$ cat src/mcsp_pkg.sv
`default_nettype none
package mcsp_pkg;

   // ----------------------------------------------------------------
   // Frame geometry
   // ----------------------------------------------------------------
   // Bit count of a complete frame, as the receive counter sees it
   localparam logic [5:0] RX_FULL_CNT = 6'h20;
   // Receive count at which the header byte is about to complete
   localparam logic [5:0] RX_HDR_LAST = 6'h07;
   // Receive counter saturates here so long frames stay long
   localparam logic [5:0] RX_CNT_MAX = 6'h3f;
   // Transmit pointer for the first (most significant) bit
   localparam logic [4:0] TX_FIRST = 5'h1f;

   // ----------------------------------------------------------------
   // Reset values and decoded locations
   // ----------------------------------------------------------------
   // Synchroniser reset values: serial clock and select idle high
   localparam logic [2:0] SYNC_IDLE_HI = 3'h7;
   localparam logic [2:0] SYNC_IDLE_LO = 3'h0;
   // Driver-chain clock pre-divider starts at its slowest setting
   localparam logic [3:0] PREDIV_RST = 4'hf;
   // Global parameter register that holds the pre-divider
   localparam logic [5:0] GLOBAL_ADDR = 6'h3f;
   // Read data is not meaningful for a write, data field reads 0
   localparam logic [23:0] DATA_ZERO = 24'h000000;

   // ----------------------------------------------------------------
   // Carriers
   // ----------------------------------------------------------------
   // Received frame, most significant field first on the wire
   typedef struct packed {
      logic ram_sel;     // 1 selects the on-chip RAM, 0 the registers
      logic [5:0] addr;  // Index within the chosen space
      logic read;        // 1 read, 0 write
      logic [23:0] data; // Write data, ignored for a read
   } mcsp_frame_t;

   // Status byte returned ahead of the read data
   typedef struct packed {
      logic irq;                  // Interrupt pending, active high
      logic cover_frame_waiting;  // Cover frame handshake
      logic [2:0] ref_left;       // Left reference switches 3..1
      logic [2:0] target_reached; // Per motor target reached 3..1
   } mcsp_status_t;

   // Port controller states
   typedef enum logic [1:0] {
      ST_BLOCKED,
      ST_IDLE,
      ST_FRAME
   } mcsp_state_t;

endpackage
`default_nettype wire

$ cat src/mcsp_host_port.sv
// Operation
// - every frame is exactly 32 bits
// - shift input on serial clock rise
// - select rise copies frame to buffer
// - return bit driven within four clocks
// - asynchronous inputs resolved by sampling
// - deselected output shows interrupt level
// - data valid at rise, no period limit
// - most significant bit first both ways
// - return 32-bit frame while receiving
// - status upper 8, read data lower 24
// - read flag one reads, zero writes
// - select flag steers registers or RAM
// - read frames ignore data bits
// - reset clears all, pre-divider to 15
// - ignore frames until reset complete
// - multiplexed output always actively driven
// - tri-state output, interrupt-only pin mode
// - select flag bit 31, address 30..25
// - status byte carries interrupt and flags
`timescale 1ns/100ps
`default_nettype none

module mcsp_host_port (
   input wire logic sys_clk_i,
   input wire logic arst_n_i,
   // Host serial pins
   input wire logic host_sclk_i,
   input wire logic host_select_n_i,
   input wire logic host_sdi_i,
   output logic irq_or_serial_out_pin_o,
   output logic host_serial_out_tristate_o,
   output logic host_serial_out_tristate_oe_o,
   // Pin mode and status sources
   input wire logic irq_only_i,
   input wire logic interrupt_n_i,
   input wire logic cover_frame_waiting_i,
   input wire logic [2:0] ref_left_i,
   input wire logic [2:0] target_reached_i,
   // Read port into the register set and RAM
   output logic rd_req_o,
   output logic rd_ram_sel_o,
   output logic [5:0] rd_addr_o,
   input wire logic [23:0] rd_data_i,
   // Latched frame and write strobe
   output mcsp_pkg::mcsp_frame_t frame_o,
   output logic frame_valid_o,
   output logic wr_strobe_o,
   output logic frame_len_err_o,
   output logic frame_active_o,
   output logic [3:0] chain_clock_prediv_o
);

   // ----------------------------------------------------------------
   // Declarations
   // ----------------------------------------------------------------
   logic [1:0] rst_pipe_ff;
   logic rst_n;
   logic [2:0] sclk_sync_ff;
   logic [2:0] sel_sync_ff;
   logic [1:0] sdi_sync_ff;
   logic sclk_rise;
   logic sclk_fall;
   logic sel_fall;
   logic sel_rise;
   logic sdi_bit;
   mcsp_pkg::mcsp_state_t state_ff;
   mcsp_pkg::mcsp_state_t nxt_state;
   logic [31:0] rx_shift_ff;
   logic [31:0] nxt_rx_shift;
   logic [5:0] rx_cnt_ff;
   logic [31:0] tx_ff;
   logic [4:0] tx_ptr_ff;
   logic [4:0] nxt_tx_ptr;
   logic rd_req_ff;
   logic rd_take_ff;
   logic [6:0] rd_hdr_ff;
   logic in_frame;
   logic mux_pin_ff;
   logic tri_data_ff;
   logic tri_oe_ff;
   mcsp_pkg::mcsp_frame_t frame_ff;
   mcsp_pkg::mcsp_frame_t rx_frame;
   mcsp_pkg::mcsp_status_t status;
   logic frame_valid_ff;
   logic wr_strobe_ff;
   logic len_err_ff;
   logic [3:0] prediv_ff;

   // ----------------------------------------------------------------
   // Reset release
   // ----------------------------------------------------------------
   // Asserts at once, releases two clocks later on a clean edge
   always_ff @(posedge sys_clk_i or negedge arst_n_i) begin
      if (!arst_n_i) begin
         rst_pipe_ff <= 2'h0;
      end else begin
         rst_pipe_ff <= {rst_pipe_ff[0], 1'b1};
      end
   end

   assign rst_n = rst_pipe_ff[1];

   // ----------------------------------------------------------------
   // Input synchronisers
   // ----------------------------------------------------------------
   // Host pins bear no phase relation to sys_clk; stage 0 is only
   // read by stage 1, and edges are taken from stages 1 and 2
   always_ff @(posedge sys_clk_i or negedge rst_n) begin
      if (!rst_n) begin
         sclk_sync_ff <= mcsp_pkg::SYNC_IDLE_HI;
         sel_sync_ff <= mcsp_pkg::SYNC_IDLE_HI;
         sdi_sync_ff <= mcsp_pkg::SYNC_IDLE_LO[1:0];
      end else begin
         sclk_sync_ff <= {sclk_sync_ff[1:0], host_sclk_i};
         sel_sync_ff <= {sel_sync_ff[1:0], host_select_n_i};
         sdi_sync_ff <= {sdi_sync_ff[0], host_sdi_i};
      end
   end

   // Edge strobes, one cycle each
   assign sclk_rise = sclk_sync_ff[1] & ~sclk_sync_ff[2];
   assign sclk_fall = ~sclk_sync_ff[1] & sclk_sync_ff[2];
   assign sel_fall = ~sel_sync_ff[1] & sel_sync_ff[2];
   assign sel_rise = sel_sync_ff[1] & ~sel_sync_ff[2];
   // Data is sampled alongside the clock so the relative skew of the
   // two lines stays within one sys_clk period
   assign sdi_bit = sdi_sync_ff[1];

   // ----------------------------------------------------------------
   // Frame controller
   // ----------------------------------------------------------------
   // After reset the port waits for select to be seen high, but the synchronisers reset
   // high, so a frame already running at release is received from its remaining bits
   always_comb begin
      nxt_state = state_ff;
      case (state_ff)
         mcsp_pkg::ST_BLOCKED: begin
            if (sel_sync_ff[1]) begin
               nxt_state = mcsp_pkg::ST_IDLE;
            end
         end
         mcsp_pkg::ST_IDLE: begin
            if (sel_fall) begin
               nxt_state = mcsp_pkg::ST_FRAME;
            end
         end
         mcsp_pkg::ST_FRAME: begin
            if (sel_rise) begin
               nxt_state = mcsp_pkg::ST_IDLE;
            end
         end
         default: begin
            nxt_state = mcsp_pkg::ST_BLOCKED;
         end
      endcase
   end

   always_ff @(posedge sys_clk_i or negedge rst_n) begin
      if (!rst_n) begin
         state_ff <= mcsp_pkg::ST_BLOCKED;
      end else begin
         state_ff <= nxt_state;
      end
   end

   assign in_frame = (state_ff == mcsp_pkg::ST_FRAME);

   // ----------------------------------------------------------------
   // Receive path
   // ----------------------------------------------------------------
   // Most significant bit arrives first and ends up in bit 31
   assign nxt_rx_shift = {rx_shift_ff[30:0], sdi_bit};
   assign rx_frame = rx_shift_ff;

   // Shift on each synced clock rise; no timeout, so an arbitrarily
   // slow host clock is fine
   always_ff @(posedge sys_clk_i or negedge rst_n) begin
      if (!rst_n) begin
         rx_shift_ff <= '0;
         rx_cnt_ff <= '0;
      end else if (sel_fall && state_ff == mcsp_pkg::ST_IDLE) begin
         rx_cnt_ff <= '0;
      end else if (in_frame && sclk_rise) begin
         rx_shift_ff <= nxt_rx_shift;
         if (rx_cnt_ff != mcsp_pkg::RX_CNT_MAX) begin
            rx_cnt_ff <= rx_cnt_ff + 6'h01;
         end
      end
   end

   // ----------------------------------------------------------------
   // Early read request
   // ----------------------------------------------------------------
   // Once the header byte is in, the read is issued so that the data
   // is ready well before the 24 data bits start going out
   always_ff @(posedge sys_clk_i or negedge rst_n) begin
      if (!rst_n) begin
         rd_req_ff <= 1'b0;
         rd_take_ff <= 1'b0;
         rd_hdr_ff <= '0;
      end else begin
         rd_req_ff <= 1'b0;
         rd_take_ff <= rd_req_ff;
         if (in_frame && sclk_rise && rx_cnt_ff == mcsp_pkg::RX_HDR_LAST) begin
            rd_req_ff <= sdi_bit;
            rd_hdr_ff <= rx_shift_ff[6:0];
         end
      end
   end

   // Bit 6 of the header is the space select, bits 5..0 the address
   assign rd_req_o = rd_req_ff;
   assign rd_ram_sel_o = rd_hdr_ff[6];
   assign rd_addr_o = rd_hdr_ff[5:0];

   // ----------------------------------------------------------------
   // Return frame
   // ----------------------------------------------------------------
   // Status snapshot taken as select falls; the interrupt flag is the
   // active-high view of the internal active-low line
   always_comb begin
      status.irq = ~interrupt_n_i;
      status.cover_frame_waiting = cover_frame_waiting_i;
      status.ref_left = ref_left_i;
      status.target_reached = target_reached_i;
   end

   // Pointer steps down on each synced clock fall after the first and
   // stops at 0. Bit 31 already stands from the select fall, so the
   // first fall keeps it: stepping there would hand the host bit 30
   // at its first rising edge and the top bit would be lost
   always_comb begin
      nxt_tx_ptr = tx_ptr_ff;
      if (in_frame && sclk_fall && tx_ptr_ff != 5'h00 &&
          rx_cnt_ff != 6'h00) begin
         nxt_tx_ptr = tx_ptr_ff - 5'h01;
      end
   end

   // Write frames return zeros below the status byte
   always_ff @(posedge sys_clk_i or negedge rst_n) begin
      if (!rst_n) begin
         tx_ff <= '0;
         tx_ptr_ff <= mcsp_pkg::TX_FIRST;
      end else if (sel_fall && state_ff == mcsp_pkg::ST_IDLE) begin
         tx_ff <= {status, mcsp_pkg::DATA_ZERO};
         tx_ptr_ff <= mcsp_pkg::TX_FIRST;
      end else begin
         tx_ptr_ff <= nxt_tx_ptr;
         if (rd_take_ff) begin
            tx_ff[23:0] <= rd_data_i;
         end
      end
   end

   // ----------------------------------------------------------------
   // Output pins
   // ----------------------------------------------------------------
   // The pin flop reads the next pointer so a return bit follows the
   // clock fall by three sys_clk edges: two sync stages plus this one
   always_ff @(posedge sys_clk_i or negedge rst_n) begin
      if (!rst_n) begin
         mux_pin_ff <= 1'b1;
         tri_data_ff <= 1'b0;
         tri_oe_ff <= 1'b0;
      end else begin
         tri_data_ff <= tx_ff[nxt_tx_ptr];
         tri_oe_ff <= in_frame && !sel_rise;
         if (in_frame && !sel_rise && !irq_only_i) begin
            mux_pin_ff <= tx_ff[nxt_tx_ptr];
         end else begin
            mux_pin_ff <= interrupt_n_i;
         end
      end
   end

   // Multiplexed pin is a plain push-pull output, never released
   assign irq_or_serial_out_pin_o = mux_pin_ff;
   assign host_serial_out_tristate_o = tri_data_ff;
   assign host_serial_out_tristate_oe_o = tri_oe_ff;

   // ----------------------------------------------------------------
   // Frame latch and write strobe
   // ----------------------------------------------------------------
   // Only a frame of exactly 32 clock rises is taken; anything else is
   // flagged and dropped so a glitched frame cannot corrupt a register
   always_ff @(posedge sys_clk_i or negedge rst_n) begin
      if (!rst_n) begin
         frame_ff <= '0;
         frame_valid_ff <= 1'b0;
         wr_strobe_ff <= 1'b0;
         len_err_ff <= 1'b0;
      end else begin
         frame_valid_ff <= 1'b0;
         wr_strobe_ff <= 1'b0;
         len_err_ff <= 1'b0;
         if (in_frame && sel_rise) begin
            if (rx_cnt_ff == mcsp_pkg::RX_FULL_CNT) begin
               frame_ff <= rx_frame;
               frame_valid_ff <= 1'b1;
               wr_strobe_ff <= !rx_frame.read;
            end else begin
               len_err_ff <= 1'b1;
            end
         end
      end
   end

   assign frame_o = frame_ff;
   assign frame_valid_o = frame_valid_ff;
   assign wr_strobe_o = wr_strobe_ff;
   assign frame_len_err_o = len_err_ff;
   assign frame_active_o = in_frame;

   // ----------------------------------------------------------------
   // Driver-chain clock pre-divider
   // ----------------------------------------------------------------
   // Held here because it is the one field that does not reset to 0;
   // a read frame leaves it untouched whatever its data bits say
   always_ff @(posedge sys_clk_i or negedge rst_n) begin
      if (!rst_n) begin
         prediv_ff <= mcsp_pkg::PREDIV_RST;
      end else if (in_frame && sel_rise &&
                   rx_cnt_ff == mcsp_pkg::RX_FULL_CNT &&
                   !rx_frame.read && !rx_frame.ram_sel &&
                   rx_frame.addr == mcsp_pkg::GLOBAL_ADDR) begin
         prediv_ff <= rx_frame.data[3:0];
      end
   end

   assign chain_clock_prediv_o = prediv_ff;

endmodule
`default_nettype wire

$ cat config.mk
export PLATFORM = sky130hd
export DESIGN_NAME = mcsp_host_port
export DESIGN_NICKNAME = d
export VERILOG_FILES = /design/src/mcsp_pkg.sv /design/src/mcsp_host_port.sv
export SDC_FILE = /design/constraint.sdc
export NUM_CORES = 1
export LEC_CHECK = 0
export ABC_AREA = 0
export BUFFER_PORTS_ARGS = -buffer_cell sky130_fd_sc_hd__buf_2
export CORE_MARGIN = 1.5
export CORE_UTILIZATION = 51
export CTS_CLUSTER_SIZE = 16
export DETAILED_ROUTE_END_ITERATION = 6
export PLACE_DENSITY = 0.75
export SYNTH_ARGS = -nofsm -noshare
export SYNTH_HDL_FRONTEND = slang
export SYNTH_SLANG_ARGS = --single-unit
$ cat constraint.sdc
create_clock -name sys_clk_i -period 3.7 [get_ports sys_clk_i]
set_input_delay 0.185 -clock sys_clk_i [delete_from_list [all_inputs] [get_ports sys_clk_i]]
set_output_delay 0.185 -clock sys_clk_i [all_outputs]
set_load 0.01 [all_outputs]
== Yosys cells after proc, flatten, opt, wreduce, memory -nomap -nowiden ==
Index checks and enable logic that the tools add are counted.
Word-level totals
  flip-flop bits (word level): 138
  input port bits: 38
  output and inout port bits: 51
  word-level logic and storage cells: 94
Operators by class
  $add $sub $neg: 2
  order comparisons: 1
  equal/unequal tests: 9
  mux-type cells: 21
  bitwise logic cells: 10
  reductions and logical operators: 27
Operators by type and width (count)
  24-bit 2-to-1 mux: 2
  6-bit 2-to-1 mux: 3
  1-bit logical AND: 13
  6-bit == test (second input constant): 2
  5-bit 2-to-1 mux: 2
  1-bit 2-to-1 mux: 9
  6-bit by 1-bit adder with 6-bit output (second input constant): 1
  6-bit by 3-bit == test with 1-bit output (second input constant): 1
  5-bit by 6-bit < comparator with 1-bit output (second input constant): 1
  2-bit 2-to-1 mux: 3
  2-bit inequality test (second input constant): 3
  6-bit inequality test (second input constant): 1
  1-bit NOT: 6
  2-bit case mux with 3 select lines: 1
  2-bit AND reduction: 3
  2-bit nonzero test: 3
  6-bit nonzero test: 1
  1-bit binary-select mux with 5-bit select: 1
  5-bit nonzero test: 1
  5-bit by 1-bit subtractor with 5-bit output (second input constant): 1
  1-bit bitwise AND: 4
  1-bit logical NOT: 4
  3-bit AND reduction: 1
  2-bit by 1-bit == test with 1-bit output (second input constant): 1
  other kinds (2): 2

== Depth between registers and ports, before layout ==
  depth after elaboration: 9
  depth in mapped cells: 11
  mapped depth without buffers: 9

== Worst setup path before layout ==
OpenSTA, ideal clock, no wires.
  kind: register to register
  from: register tx_ptr_ff[0]
  to: register mux_pin_ff, in the netlist irq_or_serial_out_pin_o
  setup time: 0.060 ns
  data arrival time: 2.996 ns
  data required time: 3.640 ns
  slack: 0.644 ns
  stages on the path, launching flop included: 11
  buffers on the path: 2
  path through: dfstp_2 clkbuf_1 inv_1 ha_1 clkbuf_1 mux2i_1 mux2_4 a221oi_2 o22ai_1 nor4_2 mux2_2
On the way
  cells in the longest elaborated chain, start to end: 7
  elaborated cells between the ends (all ways): 8
  those cells by class: add/sub: 1; mux: 4; reduce/logical: 3
Ends and longest elaborated chain
  start, declared: line mcsp_host_port.sv:73  | logic [4:0] tx_ptr_ff;
  start signal, assigned: line mcsp_host_port.sv:245  | tx_ptr_ff <= mcsp_pkg::TX_FIRST;
  start signal, assigned: line mcsp_host_port.sv:248  | tx_ptr_ff <= mcsp_pkg::TX_FIRST;
  start signal, assigned: line mcsp_host_port.sv:250  | tx_ptr_ff <= nxt_tx_ptr;
  parallel branches: the longest is 3 deep, another holds 5-bit by 1-bit subtractor with 5-bit output
  5-bit 2-to-1 mux (*): line mcsp_host_port.sv:235  | if (in_frame && sclk_fall && tx_ptr_ff != 5'h00 &&
  1-bit binary-select mux with 5-bit select (*): line mcsp_host_port.sv:271  | mux_pin_ff <= tx_ff[nxt_tx_ptr];
  1-bit 2-to-1 mux (not written as such) (*): line mcsp_host_port.sv:271
  1-bit 2-to-1 mux (*): line mcsp_host_port.sv:270  | if (in_frame && !sel_rise && !irq_only_i) begin
  end signal, assigned: line mcsp_host_port.sv:271
  end signal, assigned: line mcsp_host_port.sv:273  | mux_pin_ff <= interrupt_n_i;
  end, declared: line mcsp_host_port.sv:79  | logic mux_pin_ff;
Every way passes the cells marked *. The select of a mux whose other input is x is not followed.
A chain may end at the register's enable or synchronous reset.

== Final worst setup path ==
  from: register tx_ptr_ff[1]
  to: register mux_pin_ff, in the netlist irq_or_serial_out_pin_o
The elaborated chain is that of the path after synthesis.

==> flow_summary_export.csv <==
group,metric,value,unit
floorplanning,dieHeight,112,um
setup_path,worstPathMaxFanout,15,
timing,fmax,315,MHz
cts,cts_num_sinks,138,
timing,period_needed,3.18,ns
global_routing,grtUsageTotal,0.215,
cts,cts_root_buffer,"clkbuf_16",
timing,rsz0062_at_grt,"false",
setup_path,critPathLaunchType,"flip-flop",
routing,vias,4290,
cts,cts_tree,"done",
timing,setup_tns,0,ns
synthesis,synth.top_cell.area_share,0.503,
synthesis,synthArstFlopShare,1.00,
cts,htree_levels,4,
timing,worst_clock_skew,0.0114,ns
cells_and_area,final_cell_mix,"nand2_1, dfrtp_1, buf_2, mux2_2, nor2_1",
routing,wirelength,12500,um
setup_path,worstSetupPathType,"reg2reg",
timing,relSlewSlack,0.177,
synthesis,ys_types,54,
power_and_ir_drop,p_per_area,486,nW/um^2
status,outcome,"finished with violations",
cells_and_area,nets,668,
routing,vias_per_cell,5.49,
cells_and_area,final_common_cell,"nand2_1",
run,cap_violations,0,
floorplanning,coreArea,11500,um^2
power_and_ir_drop,p_leak,0.00374,uW
cells_and_area,areaGrowthSynthToFinish,21.2,%
floorplanning,initial_utilization,0.527,
global_routing,gr-total-overflow,0,
routing,drc,2,
placed_design,place.gp.congestion,0.876,
power_and_ir_drop,peakVddDrop,0.345,mV
routing,drtAntennaViolNets,0,
routing,drtPass1Iterations,7,
floorplanning,io_pins,89,
synthesis,synth_edf_count,0,
setup_path,cp.arrival,3.54,ns
global_routing,antenna_found_initial,0,
global_routing,grt_max_degree,82,
timing,report.final.hold_viol_count,0,
synthesis,syn_avg_cell_area,11.4,um^2
cts,cts.clk_slew.worst_paths,0.06,ns
synthesis,ys_ff_latch,138,
cts,clock_path_buffers,2,
timing,setup_ws,0.523,ns
synthesis,syn_inst,530,
global_routing,grt_pass1_wl,21400,um
routing,drt-initial-drc-count,252,
synthesis,yosys.area.top_type,"dfrtp_1",
hold_path,hold_path.class,"in2reg",
timing,setup_viol,0,
setup_path,critPathCaptureType,"flip-flop",
placed_design,place_ws,0.569,ns
cells_and_area,diodes,0,
placed_design,port_buffers,88,
cts,clkLatencyLatePin,0.42,ns
setup_path,required,4.06,ns
cells_and_area,drive_above_1_share,0.335,
placed_design,dp_hpwl,8180,um
cts,numCtsBuffers,17,
timing,fin_crit_sh,0.859,
synthesis,ys_seq_area_frac,0.573,
timing,tightest_slew,1.23,ns
synthesis,synthTopCellsByArea,"dfrtp_1, mux2_2, nand2_1, dfstp_2, mux2i_1",
floorplanning,dieArea,12600,um^2
floorplanning,fp.dieW,112,um
cts,post_cts_resized,0,
synthesis,synth_nets,572,
synthesis,ys_warn_count,0,
timing,drv_slew,0,
routing,wire_per_inst,16.0,um
status,violations,"design-rule violations",
synthesis,syn_area,6060,um^2
synthesis,synth_ff_type,"dfrtp_1",
floorplanning,rows,39,
cts,post-cts-setup-buffers,0,
global_routing,grt_pass1_vias,4370,
[worst paths after layout]
| kind | startpoint | endpoint | slack [ns] | depth (start not counted) |
|---|---|---|---|---|
| min in group asynchronous | arst_n_i | rst_pipe_ff[0]$_DFF_PN0_ | 0.08 | 2 |
| setup / recovery | tx_ptr_ff[1]$_DFF_PN1_ | irq_or_serial_out_pin_o$_DFF_PN1_ | 0.52 | 9 |
| setup reg to reg | tx_ptr_ff[1]$_DFF_PN1_ | irq_or_serial_out_pin_o$_DFF_PN1_ | 0.52 | 9 |
| max in group asynchronous | rst_pipe_ff[1]$_DFF_PN0_ | sclk_sync_ff[0]$_DFF_PN1_ | 2.31 | 1 |
| hold / removal | rd_data_i[8] | tx_ff[8]$_DFFE_PN0P_ | 0.02 | 3 |
| hold reg to reg | rst_pipe_ff[0]$_DFF_PN0_ | rst_pipe_ff[1]$_DFF_PN0_ | 0.35 | 0 |
[final cells by class]
| type | count | area (um^2) |
|---|---|---|
| multi-input combinational | 354 | 2430 |
| fill | 898 | 4170 |
| clock inverter | 14 | 169 |
| clock buffer | 18 | 439 |
| inverter | 9 | 33.8 |
| sequential | 138 | 3480 |
| timing repair buffer | 106 | 618 |
| tap | 143 | 179 |
[where the power goes]
group	switching, uW	internal [uW]	leakage [uW]	total [uW]
Clock	641	1080	0.000297	1720
Combinational	111	107	0.00160	218
Sequential	65.2	1570	0.00184	1630
[synth_stat cells (4+ instances only)]
cell type and number:
nor2_1 36, nand2_1 143, o21ai_0 7, mux2i_1 33
nand3_1 7, a21oi_1 8, ha_1 4, mux2_2 50
dfrtp_1 122, inv_1 9, clkbuf_1 23, dfstp_2 16
nor3_1 5, mux4_2 10, o22ai_1 4
[layer usage]
layer	global-route usage	share of wire	vias to the layer above
met3	0.0691	0.054	23
met4	0.0709	0.016	0
met2	0.347	0.49	105
met5	0	0	-
li1	-	-	2001
met1	0.278	0.44	2161
[cells by family (layout without fill, tap and decap cells)]
family	Yosys count	after routing	synth area share
AO/OA/AOI/OAI	38	38	0.0479
XOR/XNOR	5	5	0.00722
adder cells (fa/ha/maj)	4	4	0.00825
buffers and inverters	38	147	0.0262
flip-flops	138	138	0.573
multiplexers	95	95	0.189
other	1	1	0.000618
AND/OR/NAND/NOR	211	211	0.148
[registers in the layout, indices dropped and copies added (netlist names)]
register and flops:
rx_cnt_ff 6, rst_pipe_ff 2, host_serial_out_tristate_oe_o 1, host_serial_out_tristate_o 1
rd_take_ff 1, rd_req_o 1, chain_clock_prediv_o 4, tx_ff 32
frame_valid_o 1, wr_strobe_o 1, state_ff 2, frame_len_err_o 1
sclk_sync_ff 3, rd_hdr_ff 7, sel_sync_ff 3, tx_ptr_ff 5
sdi_sync_ff 2, frame_o 32, irq_or_serial_out_pin_o 1, rx_frame 32
[critical path, stage by stage, from the launching register on]
cell and delay, ns:
dfstp_2 0.47, inv_1 0.20, ha_1 0.20, or4b_2 0.69, o211a_4 0.27, mux2_4 0.32
a221oi_2 0.28, o22ai_1 0.14, nor4_2 0.34, mux2_2 0.21
[metrics by stage]
step	utilization	hold WS, ns	cell area [um^2]	std cells	power (uW)
floorplan	-	-0.111	6070	530	1790
global route	0.638	0.0189	7350	782	3710
CTS	0.638	0.00674	7350	782	3600
global placement	0.575	-0.0273	6620	738	1860
finish	0.638	0.0214	7350	782	3570
detailed placement	0.575	-0.0265	6620	738	1870
[repair_timing]
item	in CTS	in global routing
hold endpoints to repair	13	0
setup endpoints to repair	0	0
hold buffers	12	0
Power figures use the tool's default switching activity.
